--- src/core/hap_pkg.sv ---
// Behaviour
// - RR poll with direct data sends I-frame
// - RR poll without direct data sends RR-response
// - RR-response is address, control 11h, FCS
// - address from address byte one, two if wide
// - control response is address, 10h, one byte
// - response byte 1,0,1,repeat,0,0,not-overflow,1
// - data I-frame is address, 10h, queue bytes
// - Ax command sends prepared data else control response
// - other I-frames queued, message end, control response
// - processor checks writable, loads 32, stores 64
// - pool ready when processor half frees again
// - RR ack flags pool ready, clears queue
// - long messages stream through queue, processor refills
// - controller repeats poll to request retransmission
// - repeat poll without auto repeat flags repeat
// - auto repeat resends short frame unaided
// - processor enables auto repeat for prepared data
// - D0h-EFh command acknowledges, pool ready, queue reset
// - processor loads queue then prepared and end commands
// - transmit only after a polled RR or I-frame
// - RR poll is control pattern xxx10001
`default_nettype none
package hap_pkg;
	// =====================================================
	// sizes and timing
	localparam int CLKS_PER_BIT = 4;
	localparam int TXQ_DEPTH = 64;
	localparam int TXQ_BLOCK = 32;
	localparam int RXQ_DEPTH = 32;
	// =====================================================
	// frame constants
	localparam logic [7:0] FLAG = 8'h7E;
	localparam logic [7:0] CTL_RR_RESP = 8'h11;
	localparam logic [7:0] CTL_INFO = 8'h10;
	localparam logic [4:0] RR_POLL = 5'h11;
	localparam logic [1:0] RR_TYPE = 2'h1;
	localparam logic [15:0] CRC_INIT = 16'hFFFF;
	localparam logic [15:0] CRC_POLY = 16'h8408;
	localparam logic [15:0] CRC_GOOD = 16'hF0B8;
	// =====================================================
	// processor register map and bit positions
	localparam logic [2:0] REG_CMD = 3'h0;
	localparam logic [2:0] REG_CFG = 3'h1;
	localparam logic [2:0] REG_TX_ADDRESS_BYTE_ONE = 3'h2;
	localparam logic [2:0] REG_TX_ADDRESS_BYTE_TWO = 3'h3;
	localparam logic [2:0] REG_TXQ = 3'h4;
	localparam logic [2:0] REG_RXQ = 3'h5;
	localparam logic [2:0] REG_STATUS = 3'h6;
	localparam logic [2:0] REG_INTERRUPT_STATUS_REGISTER = 3'h7;
	localparam int CMD_DD = 0;
	localparam int CMD_PD = 1;
	localparam int CMD_ME = 2;
	localparam int CFG_AUTO_REPEAT_ENABLE = 0;
	localparam int CFG_TWO = 1;
	localparam int IS_XPR = 0;
	localparam int IS_XMR = 1;
	localparam int IS_RME = 2;
	// =====================================================
	// types
	typedef enum logic [2:0] {TX_IDLE, TX_OPEN, TX_DATA, TX_FCS, TX_CLOSE} hap_tx_state_t;
	typedef enum logic [1:0] {FLD_A1, FLD_A2, FLD_CTL, FLD_BODY} hap_fld_t;
	typedef enum logic [1:0] {RESP_RR, RESP_CTRL, RESP_IDATA} hap_resp_t;
	// =====================================================
	// helpers
	function automatic logic [15:0] crc_bit(input logic [15:0] c, input logic b);
		crc_bit = (c[0] ^ b) ? ((c >> 1) ^ CRC_POLY) : (c >> 1);
	endfunction
	function automatic logic cmd_is_prep(input logic [7:0] b);
		cmd_is_prep = (b[7:4] == 4'hA);
	endfunction
	function automatic logic cmd_is_ack(input logic [7:0] b);
		cmd_is_ack = (b >= 8'hD0) && (b <= 8'hEF);
	endfunction
endpackage
`default_nettype wire

--- src/core/hap_link_if.sv ---
`default_nettype none
// =====================================================
// serial link: one data bit per enable pulse each way
interface hap_link_if;
	logic ctl_bit;
	logic ctl_en;
	logic dev_bit;
	logic dev_en;
	modport dev (input ctl_bit, input ctl_en, output dev_bit, output dev_en);
	modport ctl (output ctl_bit, output ctl_en, input dev_bit, input dev_en);
endinterface
`default_nettype wire

--- src/core/hap_dev_end.sv ---
// The address-and-strobe port and the register offsets were left to the implementer.
`default_nettype none
// =====================================================
// auto mode responder: answers controller polls
module hap_dev_end #(
	parameter int CLKS_PER_BIT = hap_pkg::CLKS_PER_BIT,
	parameter int TXQ_DEPTH = hap_pkg::TXQ_DEPTH,
	parameter int RXQ_DEPTH = hap_pkg::RXQ_DEPTH
) (
	input wire logic ref_clk,
	input wire logic reset,
	hap_link_if.dev link,
	input wire logic [2:0] cpu_addr,
	input wire logic [7:0] cpu_wdata,
	input wire logic cpu_wr,
	input wire logic cpu_rd,
	output logic [7:0] cpu_rdata
);
	localparam int TW = $clog2(TXQ_DEPTH);
	localparam int RW = $clog2(RXQ_DEPTH);
	localparam logic [TW:0] TX_FULL = (TW + 1)'(TXQ_DEPTH);
	localparam logic [TW:0] TX_FREE = (TW + 1)'(TXQ_DEPTH - hap_pkg::TXQ_BLOCK);
	localparam logic [RW:0] RX_FULL = (RW + 1)'(RXQ_DEPTH);
	typedef struct packed {
		logic [TXQ_DEPTH-1:0][7:0] txq;
		logic [TW-1:0] trd;
		logic [TW:0] tcnt;
		logic [TW:0] wk;
		logic [RXQ_DEPTH-1:0][7:0] rxq;
		logic [RW-1:0] rrd;
		logic [RW:0] rcnt;
		logic auto_repeat_enable;
		logic two;
		logic dd;
		logic pd;
		logic me;
		logic wait_ack;
		logic rx_data_overflow;
		logic resp;
		logic seen;
		logic start;
		logic aok;
		logic cmd_seen;
		logic store;
		logic [7:0] tx_address_byte_one;
		logic [7:0] tx_address_byte_two;
		logic [7:0] rctl;
		logic [7:0] rcmd;
		logic [7:0] rdata;
		logic [2:0] interrupt_status_register;
		logic [2:0] ri;
		hap_pkg::hap_resp_t kind;
		hap_pkg::hap_fld_t fld;
	} hap_dev_st_t;
	hap_dev_st_t s;
	hap_dev_st_t next_s;
	logic [7:0] tx_data;
	logic tx_last;
	logic tx_take;
	logic tx_busy;
	logic rx_valid;
	logic [7:0] rx_data;
	logic rx_end;
	logic rx_ok;
	logic want;
	hap_pkg::hap_resp_t want_kind;
	logic [2:0] ctl_i;
	logic [TW:0] remain;
	logic [7:0] ctrl_byte;
	logic push;

	hap_hdlc_phy #(.CLKS_PER_BIT(CLKS_PER_BIT)) u_phy (
		.ref_clk(ref_clk),
		.reset(reset),
		.tx_start(s.start),
		.tx_data(tx_data),
		.tx_last(tx_last),
		.tx_take(tx_take),
		.tx_busy(tx_busy),
		.rx_valid(rx_valid),
		.rx_data(rx_data),
		.rx_end(rx_end),
		.rx_ok(rx_ok),
		.ser_out(link.dev_bit),
		.ser_out_en(link.dev_en),
		.ser_in(link.ctl_bit),
		.ser_in_en(link.ctl_en)
	);

	// =====================================================
	// response byte source, walked by the framer's take pulses
	assign ctl_i = s.two ? 3'h2 : 3'h1;
	assign remain = s.tcnt - s.wk;
	assign ctrl_byte = {2'h2, 1'b1, s.auto_repeat_enable, 2'h0, ~s.rx_data_overflow, 1'b1};
	always_comb begin
		case (s.fld)
		hap_pkg::FLD_A1: tx_data = s.tx_address_byte_one;
		hap_pkg::FLD_A2: tx_data = s.tx_address_byte_two;
		hap_pkg::FLD_CTL: tx_data = (s.kind == hap_pkg::RESP_RR) ? hap_pkg::CTL_RR_RESP : hap_pkg::CTL_INFO;
		default: tx_data = (s.kind == hap_pkg::RESP_CTRL) ? ctrl_byte : s.txq[TW'(s.trd + s.wk[TW-1:0])];
		endcase
	end
	assign tx_last = (s.fld == hap_pkg::FLD_CTL) ?
		(s.kind == hap_pkg::RESP_RR || (s.kind == hap_pkg::RESP_IDATA && remain == '0)) :
		(s.fld == hap_pkg::FLD_BODY && (s.kind == hap_pkg::RESP_CTRL || remain == (TW + 1)'(1)));
	assign cpu_rdata = s.rdata;

	// =====================================================
	// register port, receive parsing and response decisions
	always_comb begin
		next_s = s;
		next_s.start = 1'b0;
		next_s.rdata = 8'h00;
		want = 1'b0;
		want_kind = hap_pkg::RESP_RR;
		push = 1'b0;
		// processor writes
		if (cpu_wr) begin
			case (cpu_addr)
			hap_pkg::REG_CMD: begin
				if (cpu_wdata[hap_pkg::CMD_DD]) begin
					next_s.dd = 1'b1;
					next_s.wait_ack = 1'b0;
				end
				if (cpu_wdata[hap_pkg::CMD_PD]) begin
					next_s.pd = 1'b1;
				end
				if (cpu_wdata[hap_pkg::CMD_ME]) begin
					next_s.me = 1'b1;
				end
			end
			hap_pkg::REG_CFG: begin
				next_s.auto_repeat_enable = cpu_wdata[hap_pkg::CFG_AUTO_REPEAT_ENABLE];
				next_s.two = cpu_wdata[hap_pkg::CFG_TWO];
			end
			hap_pkg::REG_TX_ADDRESS_BYTE_ONE: next_s.tx_address_byte_one = cpu_wdata;
			hap_pkg::REG_TX_ADDRESS_BYTE_TWO: next_s.tx_address_byte_two = cpu_wdata;
			hap_pkg::REG_TXQ: if (s.tcnt < TX_FULL) begin
				next_s.txq[TW'(s.trd + s.tcnt[TW-1:0])] = cpu_wdata;
				next_s.tcnt = s.tcnt + (TW + 1)'(1);
			end
			default: next_s.tcnt = s.tcnt;
			endcase
		end
		// processor reads, data stands one cycle later
		if (cpu_rd) begin
			case (cpu_addr)
			hap_pkg::REG_CFG: begin
				next_s.rdata[hap_pkg::CFG_AUTO_REPEAT_ENABLE] = s.auto_repeat_enable;
				next_s.rdata[hap_pkg::CFG_TWO] = s.two;
			end
			hap_pkg::REG_TX_ADDRESS_BYTE_ONE: next_s.rdata = s.tx_address_byte_one;
			hap_pkg::REG_TX_ADDRESS_BYTE_TWO: next_s.rdata = s.tx_address_byte_two;
			hap_pkg::REG_RXQ: begin
				next_s.rdata = s.rxq[s.rrd];
				if (s.rcnt != '0) begin
					next_s.rrd = s.rrd + RW'(1);
					next_s.rcnt = s.rcnt - (RW + 1)'(1);
				end
			end
			hap_pkg::REG_STATUS: begin
				next_s.rdata = {6'(s.rcnt), s.rx_data_overflow, s.tcnt <= TX_FREE};
				next_s.rx_data_overflow = 1'b0;
			end
			hap_pkg::REG_INTERRUPT_STATUS_REGISTER: begin
				next_s.rdata = {5'h00, s.interrupt_status_register};
				next_s.interrupt_status_register = 3'h0;
			end
			default: next_s.rdata = 8'h00;
			endcase
		end
		// framer walks the response fields
		if (tx_take) begin
			case (s.fld)
			hap_pkg::FLD_A1: next_s.fld = s.two ? hap_pkg::FLD_A2 : hap_pkg::FLD_CTL;
			hap_pkg::FLD_A2: next_s.fld = hap_pkg::FLD_CTL;
			hap_pkg::FLD_CTL: next_s.fld = hap_pkg::FLD_BODY;
			default: if (s.kind == hap_pkg::RESP_IDATA) begin
				if (s.auto_repeat_enable) begin
					next_s.wk = s.wk + (TW + 1)'(1);
				end else begin
					// streaming frees the queue as bytes leave
					next_s.trd = s.trd + TW'(1);
					next_s.tcnt = next_s.tcnt - (TW + 1)'(1);
					if (s.tcnt == TX_FREE + (TW + 1)'(1) && !s.me) begin
						next_s.interrupt_status_register[hap_pkg::IS_XPR] = 1'b1;
					end
				end
			end
			endcase
		end
		next_s.seen = s.seen | tx_busy;
		if (s.resp && s.seen && !tx_busy) begin
			next_s.resp = 1'b0;
			next_s.seen = 1'b0;
			if (s.kind == hap_pkg::RESP_IDATA) begin
				next_s.wait_ack = 1'b1;
			end
		end
		// received bytes: address, control, command, data
		if (rx_valid) begin
			if (s.ri == 3'h0) begin
				next_s.aok = (rx_data == s.tx_address_byte_one);
			end
			if (s.ri == 3'h1 && s.two) begin
				next_s.aok = s.aok && (rx_data == s.tx_address_byte_two);
			end
			if (s.ri == ctl_i) begin
				next_s.rctl = rx_data;
			end
			if (s.ri == ctl_i + 3'h1) begin
				next_s.rcmd = rx_data;
				next_s.cmd_seen = 1'b1;
				next_s.store = s.aok && !s.rctl[0] && !hap_pkg::cmd_is_prep(rx_data) &&
					!hap_pkg::cmd_is_ack(rx_data);
			end
			if (s.ri != 3'h7) begin
				next_s.ri = s.ri + 3'h1;
			end
			// the command byte itself is queued on its own verdict, decided in this same cycle
			push = (s.ri == ctl_i + 3'h1) ? next_s.store : (s.ri > ctl_i + 3'h1 && s.store);
			if (push) begin
				if (s.rcnt < RX_FULL) begin
					next_s.rxq[RW'(s.rrd + s.rcnt[RW-1:0])] = rx_data;
					next_s.rcnt = next_s.rcnt + (RW + 1)'(1);
				end else begin
					next_s.rx_data_overflow = 1'b1;
				end
			end
		end
		// end of frame: only polled frames get an answer
		if (rx_end) begin
			next_s.ri = 3'h0;
			next_s.aok = 1'b0;
			next_s.cmd_seen = 1'b0;
			next_s.store = 1'b0;
			if (s.store) begin
				next_s.interrupt_status_register[hap_pkg::IS_RME] = 1'b1;
			end
			if (rx_ok && s.aok && s.ri > ctl_i) begin
				if (!s.rctl[0]) begin
					want = s.rctl[4];
					want_kind = hap_pkg::RESP_CTRL;
					if (s.cmd_seen && hap_pkg::cmd_is_prep(s.rcmd) && s.pd) begin
						want_kind = hap_pkg::RESP_IDATA;
					end
					if (s.cmd_seen && hap_pkg::cmd_is_ack(s.rcmd)) begin
						next_s.interrupt_status_register[hap_pkg::IS_XPR] = 1'b1;
						next_s.trd = '0;
						next_s.tcnt = '0;
						next_s.pd = 1'b0;
						next_s.me = 1'b0;
						next_s.wait_ack = 1'b0;
					end
				end else if (s.rctl[4:0] == hap_pkg::RR_POLL) begin
					want = 1'b1;
					if (s.dd && s.wait_ack && !s.auto_repeat_enable) begin
						// frame already left the queue: processor must reload
						next_s.interrupt_status_register[hap_pkg::IS_XMR] = 1'b1;
						next_s.dd = 1'b0;
						next_s.wait_ack = 1'b0;
						next_s.trd = '0;
						next_s.tcnt = '0;
					end else if (s.dd) begin
						want_kind = hap_pkg::RESP_IDATA;
					end
				end else if (s.rctl[1:0] == hap_pkg::RR_TYPE && !s.rctl[4]) begin
					next_s.interrupt_status_register[hap_pkg::IS_XPR] = 1'b1;
					next_s.trd = '0;
					next_s.tcnt = '0;
					next_s.dd = 1'b0;
					next_s.me = 1'b0;
					next_s.wait_ack = 1'b0;
				end
			end
		end
		// polls arriving mid-response are dropped
		if (want && !s.resp) begin
			next_s.resp = 1'b1;
			next_s.seen = 1'b0;
			next_s.start = 1'b1;
			next_s.kind = want_kind;
			next_s.fld = hap_pkg::FLD_A1;
			next_s.wk = '0;
		end
	end

	always_ff @(posedge ref_clk) begin
		if (reset) begin
			s <= '0;
		end else begin
			s <= next_s;
		end
	end
endmodule
`default_nettype wire

--- src/core/hap_hdlc_phy.sv ---
`default_nettype none
// =====================================================
// bit level framer: flags, zero insertion, FCS both ways
module hap_hdlc_phy #(
	parameter int CLKS_PER_BIT = hap_pkg::CLKS_PER_BIT
) (
	input wire logic ref_clk,
	input wire logic reset,
	input wire logic tx_start,
	input wire logic [7:0] tx_data,
	input wire logic tx_last,
	output logic tx_take,
	output logic tx_busy,
	output logic rx_valid,
	output logic [7:0] rx_data,
	output logic rx_end,
	output logic rx_ok,
	output logic ser_out,
	output logic ser_out_en,
	input wire logic ser_in,
	input wire logic ser_in_en
);
	typedef struct packed {
		logic [7:0] div;
		hap_pkg::hap_tx_state_t tst;
		logic [15:0] sh;
		logic [3:0] bitn;
		logic [2:0] ones;
		logic [15:0] crc;
		logic last;
		logic take;
		logic obit;
		logic oen;
		logic inf;
		logic [2:0] rones;
		logic [2:0] rbit;
		logic [7:0] rsh;
		logic [15:0] rcrc;
		logic [15:0] rcrc_b;
		logic [7:0] h0;
		logic [7:0] h1;
		logic [1:0] nb;
		logic rv;
		logic [7:0] rd;
		logic re;
		logic rok;
	} hap_phy_st_t;
	hap_phy_st_t s;
	hap_phy_st_t next_s;
	logic tick;
	logic stuff;
	logic [15:0] tx_nc;
	logic [15:0] rx_nc;
	logic [7:0] rx_byte;

	// bit rate enable from a free divider
	assign tick = (s.div == 8'(CLKS_PER_BIT - 1));
	assign stuff = s.ones == 3'h5 && (s.tst == hap_pkg::TX_DATA || s.tst == hap_pkg::TX_FCS ||
		(s.tst == hap_pkg::TX_CLOSE && s.bitn == 4'h0));
	assign tx_nc = hap_pkg::crc_bit(s.crc, s.sh[0]);
	assign rx_nc = hap_pkg::crc_bit(s.rcrc, ser_in);
	assign rx_byte = {ser_in, s.rsh[7:1]};
	assign tx_take = s.take;
	assign tx_busy = (s.tst != hap_pkg::TX_IDLE);
	assign ser_out = s.obit;
	assign ser_out_en = s.oen;
	assign rx_valid = s.rv;
	assign rx_data = s.rd;
	assign rx_end = s.re;
	assign rx_ok = s.rok;

	// transmit serialiser and receive deframer
	always_comb begin
		next_s = s;
		next_s.div = tick ? 8'h00 : s.div + 8'h01;
		next_s.take = 1'b0;
		next_s.oen = 1'b0;
		next_s.rv = 1'b0;
		next_s.re = 1'b0;
		if (s.tst == hap_pkg::TX_IDLE) begin
			if (tx_start) begin
				next_s.tst = hap_pkg::TX_OPEN;
				next_s.sh = {8'h00, hap_pkg::FLAG};
				next_s.bitn = 4'h0;
				next_s.crc = hap_pkg::CRC_INIT;
			end
		end else if (tick) begin
			next_s.oen = 1'b1;
			if (stuff) begin
				next_s.obit = 1'b0;
				next_s.ones = 3'h0;
			end else begin
				next_s.obit = s.sh[0];
				next_s.sh = {1'b0, s.sh[15:1]};
				next_s.bitn = s.bitn + 4'h1;
				next_s.ones = s.sh[0] ? s.ones + 3'h1 : 3'h0;
				if (s.tst == hap_pkg::TX_DATA) begin
					next_s.crc = tx_nc;
				end
				case (s.tst)
				hap_pkg::TX_OPEN: if (s.bitn == 4'h7) begin
					next_s.tst = hap_pkg::TX_DATA;
					next_s.sh = {8'h00, tx_data};
					next_s.bitn = 4'h0;
					next_s.ones = 3'h0;
					next_s.take = 1'b1;
					next_s.last = tx_last;
				end
				hap_pkg::TX_DATA: if (s.bitn == 4'h7) begin
					next_s.bitn = 4'h0;
					if (s.last) begin
						next_s.tst = hap_pkg::TX_FCS;
						next_s.sh = ~tx_nc;
					end else begin
						next_s.sh = {8'h00, tx_data};
						next_s.take = 1'b1;
						next_s.last = tx_last;
					end
				end
				hap_pkg::TX_FCS: if (s.bitn == 4'hF) begin
					next_s.tst = hap_pkg::TX_CLOSE;
					next_s.sh = {8'h00, hap_pkg::FLAG};
					next_s.bitn = 4'h0;
				end
				hap_pkg::TX_CLOSE: if (s.bitn == 4'h7) begin
					next_s.tst = hap_pkg::TX_IDLE;
				end
				default: next_s.tst = hap_pkg::TX_IDLE;
				endcase
			end
		end
		// receive: a flag closes one frame and opens the next
		if (ser_in_en) begin
			if (ser_in) begin
				next_s.rones = (s.rones == 3'h7) ? 3'h7 : s.rones + 3'h1;
				if (s.rones == 3'h6) begin
					next_s.inf = 1'b0; // abort
				end
			end else begin
				next_s.rones = 3'h0;
			end
			if (ser_in ? s.rones < 3'h6 : s.rones != 3'h5 && s.rones != 3'h6) begin
				if (s.inf) begin
					next_s.rsh = rx_byte;
					next_s.rbit = s.rbit + 3'h1;
					next_s.rcrc = rx_nc;
					if (s.rbit == 3'h7) begin
						// two bytes are held back so the FCS never leaves
						next_s.rcrc_b = rx_nc;
						next_s.h0 = rx_byte;
						next_s.h1 = s.h0;
						next_s.nb = (s.nb == 2'h3) ? 2'h3 : s.nb + 2'h1;
						next_s.rv = (s.nb >= 2'h2);
						next_s.rd = s.h1;
					end
				end
			end else if (!ser_in && s.rones == 3'h6) begin
				next_s.re = s.inf && s.rbit == 3'h7 && s.nb >= 2'h2;
				next_s.rok = (s.rcrc_b == hap_pkg::CRC_GOOD);
				next_s.inf = 1'b1;
				next_s.rbit = 3'h0;
				next_s.nb = 2'h0;
				next_s.rcrc = hap_pkg::CRC_INIT;
			end
		end
	end

	always_ff @(posedge ref_clk) begin
		if (reset) begin
			s <= '0;
		end else begin
			s <= next_s;
		end
	end
endmodule
`default_nettype wire

--- src/flat_wrapper.sv ---
// flat-port wrapper written by rule: the top's interface ports become plain ports
module hap_dev_end_flat 
#(
	parameter int CLKS_PER_BIT = hap_pkg::CLKS_PER_BIT,
	parameter int TXQ_DEPTH = hap_pkg::TXQ_DEPTH,
	parameter int RXQ_DEPTH = hap_pkg::RXQ_DEPTH
)
  (ref_clk, reset, cpu_addr, cpu_wdata, cpu_wr, cpu_rd, cpu_rdata, link_ctl_bit, link_ctl_en, link_dev_bit, link_dev_en);
  hap_link_if link_i ();
  input wire logic ref_clk;
  input wire logic reset;
  input wire logic [2:0] cpu_addr;
  input wire logic [7:0] cpu_wdata;
  input wire logic cpu_wr;
  input wire logic cpu_rd;
  output logic [7:0] cpu_rdata;
  input wire logic [$bits(link_i.ctl_bit)-1:0] link_ctl_bit;
  input wire logic [$bits(link_i.ctl_en)-1:0] link_ctl_en;
  output wire logic [$bits(link_i.dev_bit)-1:0] link_dev_bit;
  output wire logic [$bits(link_i.dev_en)-1:0] link_dev_en;
  assign link_i.ctl_bit = link_ctl_bit;
  assign link_i.ctl_en = link_ctl_en;
  assign link_dev_bit = link_i.dev_bit;
  assign link_dev_en = link_i.dev_en;
  hap_dev_end #(.CLKS_PER_BIT(CLKS_PER_BIT), .TXQ_DEPTH(TXQ_DEPTH), .RXQ_DEPTH(RXQ_DEPTH)) u_core (.ref_clk(ref_clk), .reset(reset), .link(link_i), .cpu_addr(cpu_addr), .cpu_wdata(cpu_wdata), .cpu_wr(cpu_wr), .cpu_rd(cpu_rd), .cpu_rdata(cpu_rdata));
endmodule
--- config.mk ---
export PLATFORM = sky130hd
export DESIGN_NAME = hap_dev_end_flat
export DESIGN_NICKNAME = d
export VERILOG_FILES = /design/src/core/hap_pkg.sv /design/src/core/hap_link_if.sv /design/src/core/hap_dev_end.sv /design/src/core/hap_hdlc_phy.sv /design/src/flat_wrapper.sv
export SDC_FILE = /design/constraint.sdc
export NUM_CORES = 2
export LEC_CHECK = 0
export BUFFER_PORTS_ARGS = -buffer_cell sky130_fd_sc_hd__buf_2
export CORE_ASPECT_RATIO = 0.7
export CORE_MARGIN = 3
export CORE_UTILIZATION = 51
export CTS_CLUSTER_DIAMETER = 50
export DETAILED_ROUTE_END_ITERATION = 12
export PLACE_DENSITY_LB_ADDON = 0.12
export SETUP_SLACK_MARGIN = 0.4
export SLEW_MARGIN = 40
export SYNTH_ARGS = -nofsm -noshare
export SYNTH_HDL_FRONTEND = slang
export SYNTH_SLANG_ARGS = --single-unit
--- constraint.sdc ---
create_clock -name ref_clk -period 3.04 [get_ports ref_clk]
set_input_delay 0.304 -clock ref_clk [delete_from_list [all_inputs] [get_ports ref_clk]]
set_output_delay 0.304 -clock ref_clk [all_outputs]
set_load 0.01 [all_outputs]
==> metrics.md <==
| Metric | Value |
|---|---|
| Result of the run | finished with violations |
| Violations in the final reports | negative setup slack |
| Measured slew at the worst slew-check pin | 1.03 ns |
| Chip Width | 361 um |
| Drt pass-1 iters | 8 |
| Number of enable flip-flop cells after synthesis | 0 |
| Clock H-tree levels | 3 |
| Combinational family with the most area after synthesis | simple AND/OR/NAND/NOR gates |
| Cell area after technology mapping | 0.0450 sq mm |
| Deepest clock path buffer count | 3 |
| Number of antenna violations at the first check in global routing | 1 |
| Number of global-route vias before repair | 36399 |
| Starting density of the core | 0.519 |
| Total via count in the routed design | 40234 |
| Path category of the worst min-delay check | primary input to register |
| Fin. max-slew vios | 0 |
| Detail Route Antenna Nets | 0 |
| Total Negative Setup Slacks | -3.08 ns |
| Clock-pin slew on the worst setup and hold paths | 0.06 ns |
| Period utilisation layout | 1.17 |
| Syn_nets | 5166 |
| Min setup slack post-route | -0.506 ns |
| Leakage power figure | 18.7 nW |
| First-iteration detailed-routing DRC count | 5720 |
| Area share of xor/xnor cells in the synthesized design | 0.0160 |
| Most frequent cells in the layout | dfxtp_1 (974), nand2_1 (770), a21oi_1 (663), nand3_1 (569), nor2_1 (381) |
| Total global-route track usage | 0.314 |
| Final hold violation count | 0 |
| Floorplan die area | 0.0919 sq mm |
| Most common flop cell mapped by yosys | dfxtp_1 |
| Inserted Clock Buffers | 102 |
| Final Setup Violations | 8 |
| Layout Utilization | 0.641 |
| Layout cell share with drive strength beyond 1 | 0.231 |
| Commonest non-fill, non-tap cell in the layout | dfxtp_1 |
| Clock insertion delay at the later pin of the skew report | 0.71 ns |
| P&R area growth vs syn | 23.7% |
| Synthesized-area fraction occupied by ao, oa, aoi and oai cells | 0.108 |
| Height of the die | 255 um |
| Number of standard-cell rows in the floorplan | 90 |
| Count of unique library cells instantiated by Yosys | 76 |
| Setup crit end kind | register |
| Residual DRC count | 0 |
| Flop and latch count out of synthesis | 984 |
| Maximum clock rate | 282 MHz |
| Total grt overflow | 0 |
| Detailed-route vias per instance | 6.21 |
| First-pass GRT wire length | 225 mm |
| Critical path type | register to register |
| Final Power | 26.5 mW |
| Minimum period implied by the final worst setup slack | 3.55 ns |
| Final Skew | 0.0312 ns |
| Area of the core | 0.0868 sq mm |
| Pin count of the biggest net entering global routing | 140 |
| Cells after Synth | 5094 |
| Peak supply drop | 0.642 mV |
| Hpwl dp | 95.3 mm |
| Last weighted congestion value of the routability-driven placer | 0.917 |
| Max-Slew Margin vs Limit | 0.316 |
| Per-cell routed wire length | 23.3 um |
| Mean cell area of the mapped netlist | 8.84 sq um |
| Post-synthesis simple-gate area fraction | 0.208 |
| CTS tree | yes |
| Total detailed-routing wirelength | 151 mm |
| Count of yosys warnings during synthesis | 0 |
| Share of flip-flops with an asynchronous set or reset | 0 |
| Top fanout value on the critical path | 6 |
| Power per cell area | 476 mW/mm^2 |
| Adder-Cell Fraction of Synth Area | 0.0160 |
| Total I/O pin count | 27 |
| Setup repair after global routing missed its margin | yes |
| Launching element type of the critical path | register |
| Sequential-to-total area share from yosys stat | 0.438 |
| Required arrival time at the worst endpoint | 3.62 ns |
| Proportion of synthesized area in mux cells | 0.172 |
| I/O Buffers | 26 |
| Data arrival at the endpoint of the critical path | 4.13 ns |
| Nets | 5321 |
| Max capacitance violation total | 0 |
| Root buffer cell | clkbuf_16 |
| Total number of clock tree sinks | 984 |
## path summary, 6_finish.rpt
kind	start	endpoint	slack, ns	cells past startpoint
worst max register to register	u_core.s[344]	u_core.u_phy.s[103]	-0.51	13
worst min-delay path	cpu_rd	u_core.s[56]	0.06	4
worst max-delay path	u_core.s[344]	u_core.u_phy.s[103]	-0.51	13
worst min register to register	u_core.s[170]	u_core.s[170]	0.45	2
## area by class of cell
type / instances / area, sq um
fill: 6924 / 31100
multi-input combinational: 3624 / 25300
sequential: 984 / 19700
timing repair buffer: 501 / 5660
clock buffer: 142 / 2940
tap: 1150 / 1440
clock inverter: 40 / 462
inverter: 36 / 135
antenna: 2 / 5.00
## metrics by stage
step | hold WS, ns | setup WS (ns) | instance area, sq um | instances
2_1_floorplan | 0.388 | 0.160 | 45300 | 5094
4_1_cts | 0.0113 | -0.458 | 53800 | 6438
6_report | 0.0598 | -0.506 | 55700 | 6479
3_5_place_dp | 0.442 | -0.530 | 48700 | 6192
3_3_place_gp | 0.434 | -0.533 | 48700 | 6191
5_1_grt | 0.0395 | -0.562 | 55700 | 6477
## repair_timing
action,CTS,global route
hold buffers,4,0
pin swaps,68,147
resized for setup,211,298
endpoints found under the hold margin,9,0
gates cloned,16,10
buffers inserted,44,29
setup endpoints to repair,794,814
## report_power, final
| group | switching [mW] | internal (mW) |
|---|---|---|
| Combinational | 0.555 | 0.170 |
| Sequential | 0.0186 | 12.9 |
| Clock | 5.45 | 7.43 |
## synth_stat cells (all sizes together) (17+ instances only)
| cell type | number | share of area |
|---|---|---|
| a211oi | 27 | 0.0045 |
| a21oi | 728 | 0.081 |
| a22oi | 18 | 0.0030 |
| buf | 81 | 0.0091 |
| clkbuf | 369 | 0.031 |
| dfxtp | 984 | 0.44 |
| ha | 51 | 0.014 |
| inv | 36 | 0.0030 |
| mux2i | 246 | 0.055 |
| mux4 | 231 | 0.12 |
| nand2 | 864 | 0.072 |
| nand2b | 23 | 0.0032 |
| nand3 | 614 | 0.069 |
| nor2 | 410 | 0.035 |
| nor2b | 17 | 0.0024 |
| nor3 | 95 | 0.014 |
| o21ai | 41 | 0.0046 |
| xnor2 | 36 | 0.0070 |
| xor2 | 46 | 0.0089 |
## kinds of logic (layout without fill, tap and decap cells)
logic type,after synthesis,after routing
buf+inv,486,719
mux,485,485
other cells,0,2
fa+ha+maj,55,55
compound gates,894,894
simple gates,2108,2108
flops,984,984
xor+xnor,82,82
## critical path, stage by stage, from the launching register on
cell,delay (ns)
dfxtp_4,0.36
ha_4,0.13
inv_2,0.03
fa_4,0.86
buf_12,0.16
buf_6,0.11
buf_16,0.12
mux4_2,0.28
mux4_2,0.51
mux2i_4,0.22
mux2i_1,0.13
o22ai_1,0.24
o211a_1,0.21
o31ai_2,0.06
## routing by layer
metal | GRT usage | vias to the layer above | routed length, um
met3 | 0.0835 | 211 | 19200
met4 | 0.0589 | 0 | 2570
met5 | 0 | - | 0
met1 | 0.495 | 19655 | 67900
li1 | - | 18236 | -
met2 | 0.426 | 2132 | 61200
## state kept, by name (all words and copies together) (netlist names), named ones only
signal,count
u_core.cpu_rdata,8
u_core.s,846
u_core.u_phy.rx_byte,7
u_core.u_phy.tx_take,1
u_core.u_phy.rx_data,8
u_core.u_phy.rx_end,1
u_core.u_phy.rx_ok,1
u_core.u_phy.ser_out_en,1
u_core.ctrl_byte,1
u_core.u_phy.rx_valid,1
u_core.u_phy.s,107
u_core.u_phy.ser_out,1
No activity file was read; power rests on OpenSTA's default activity.
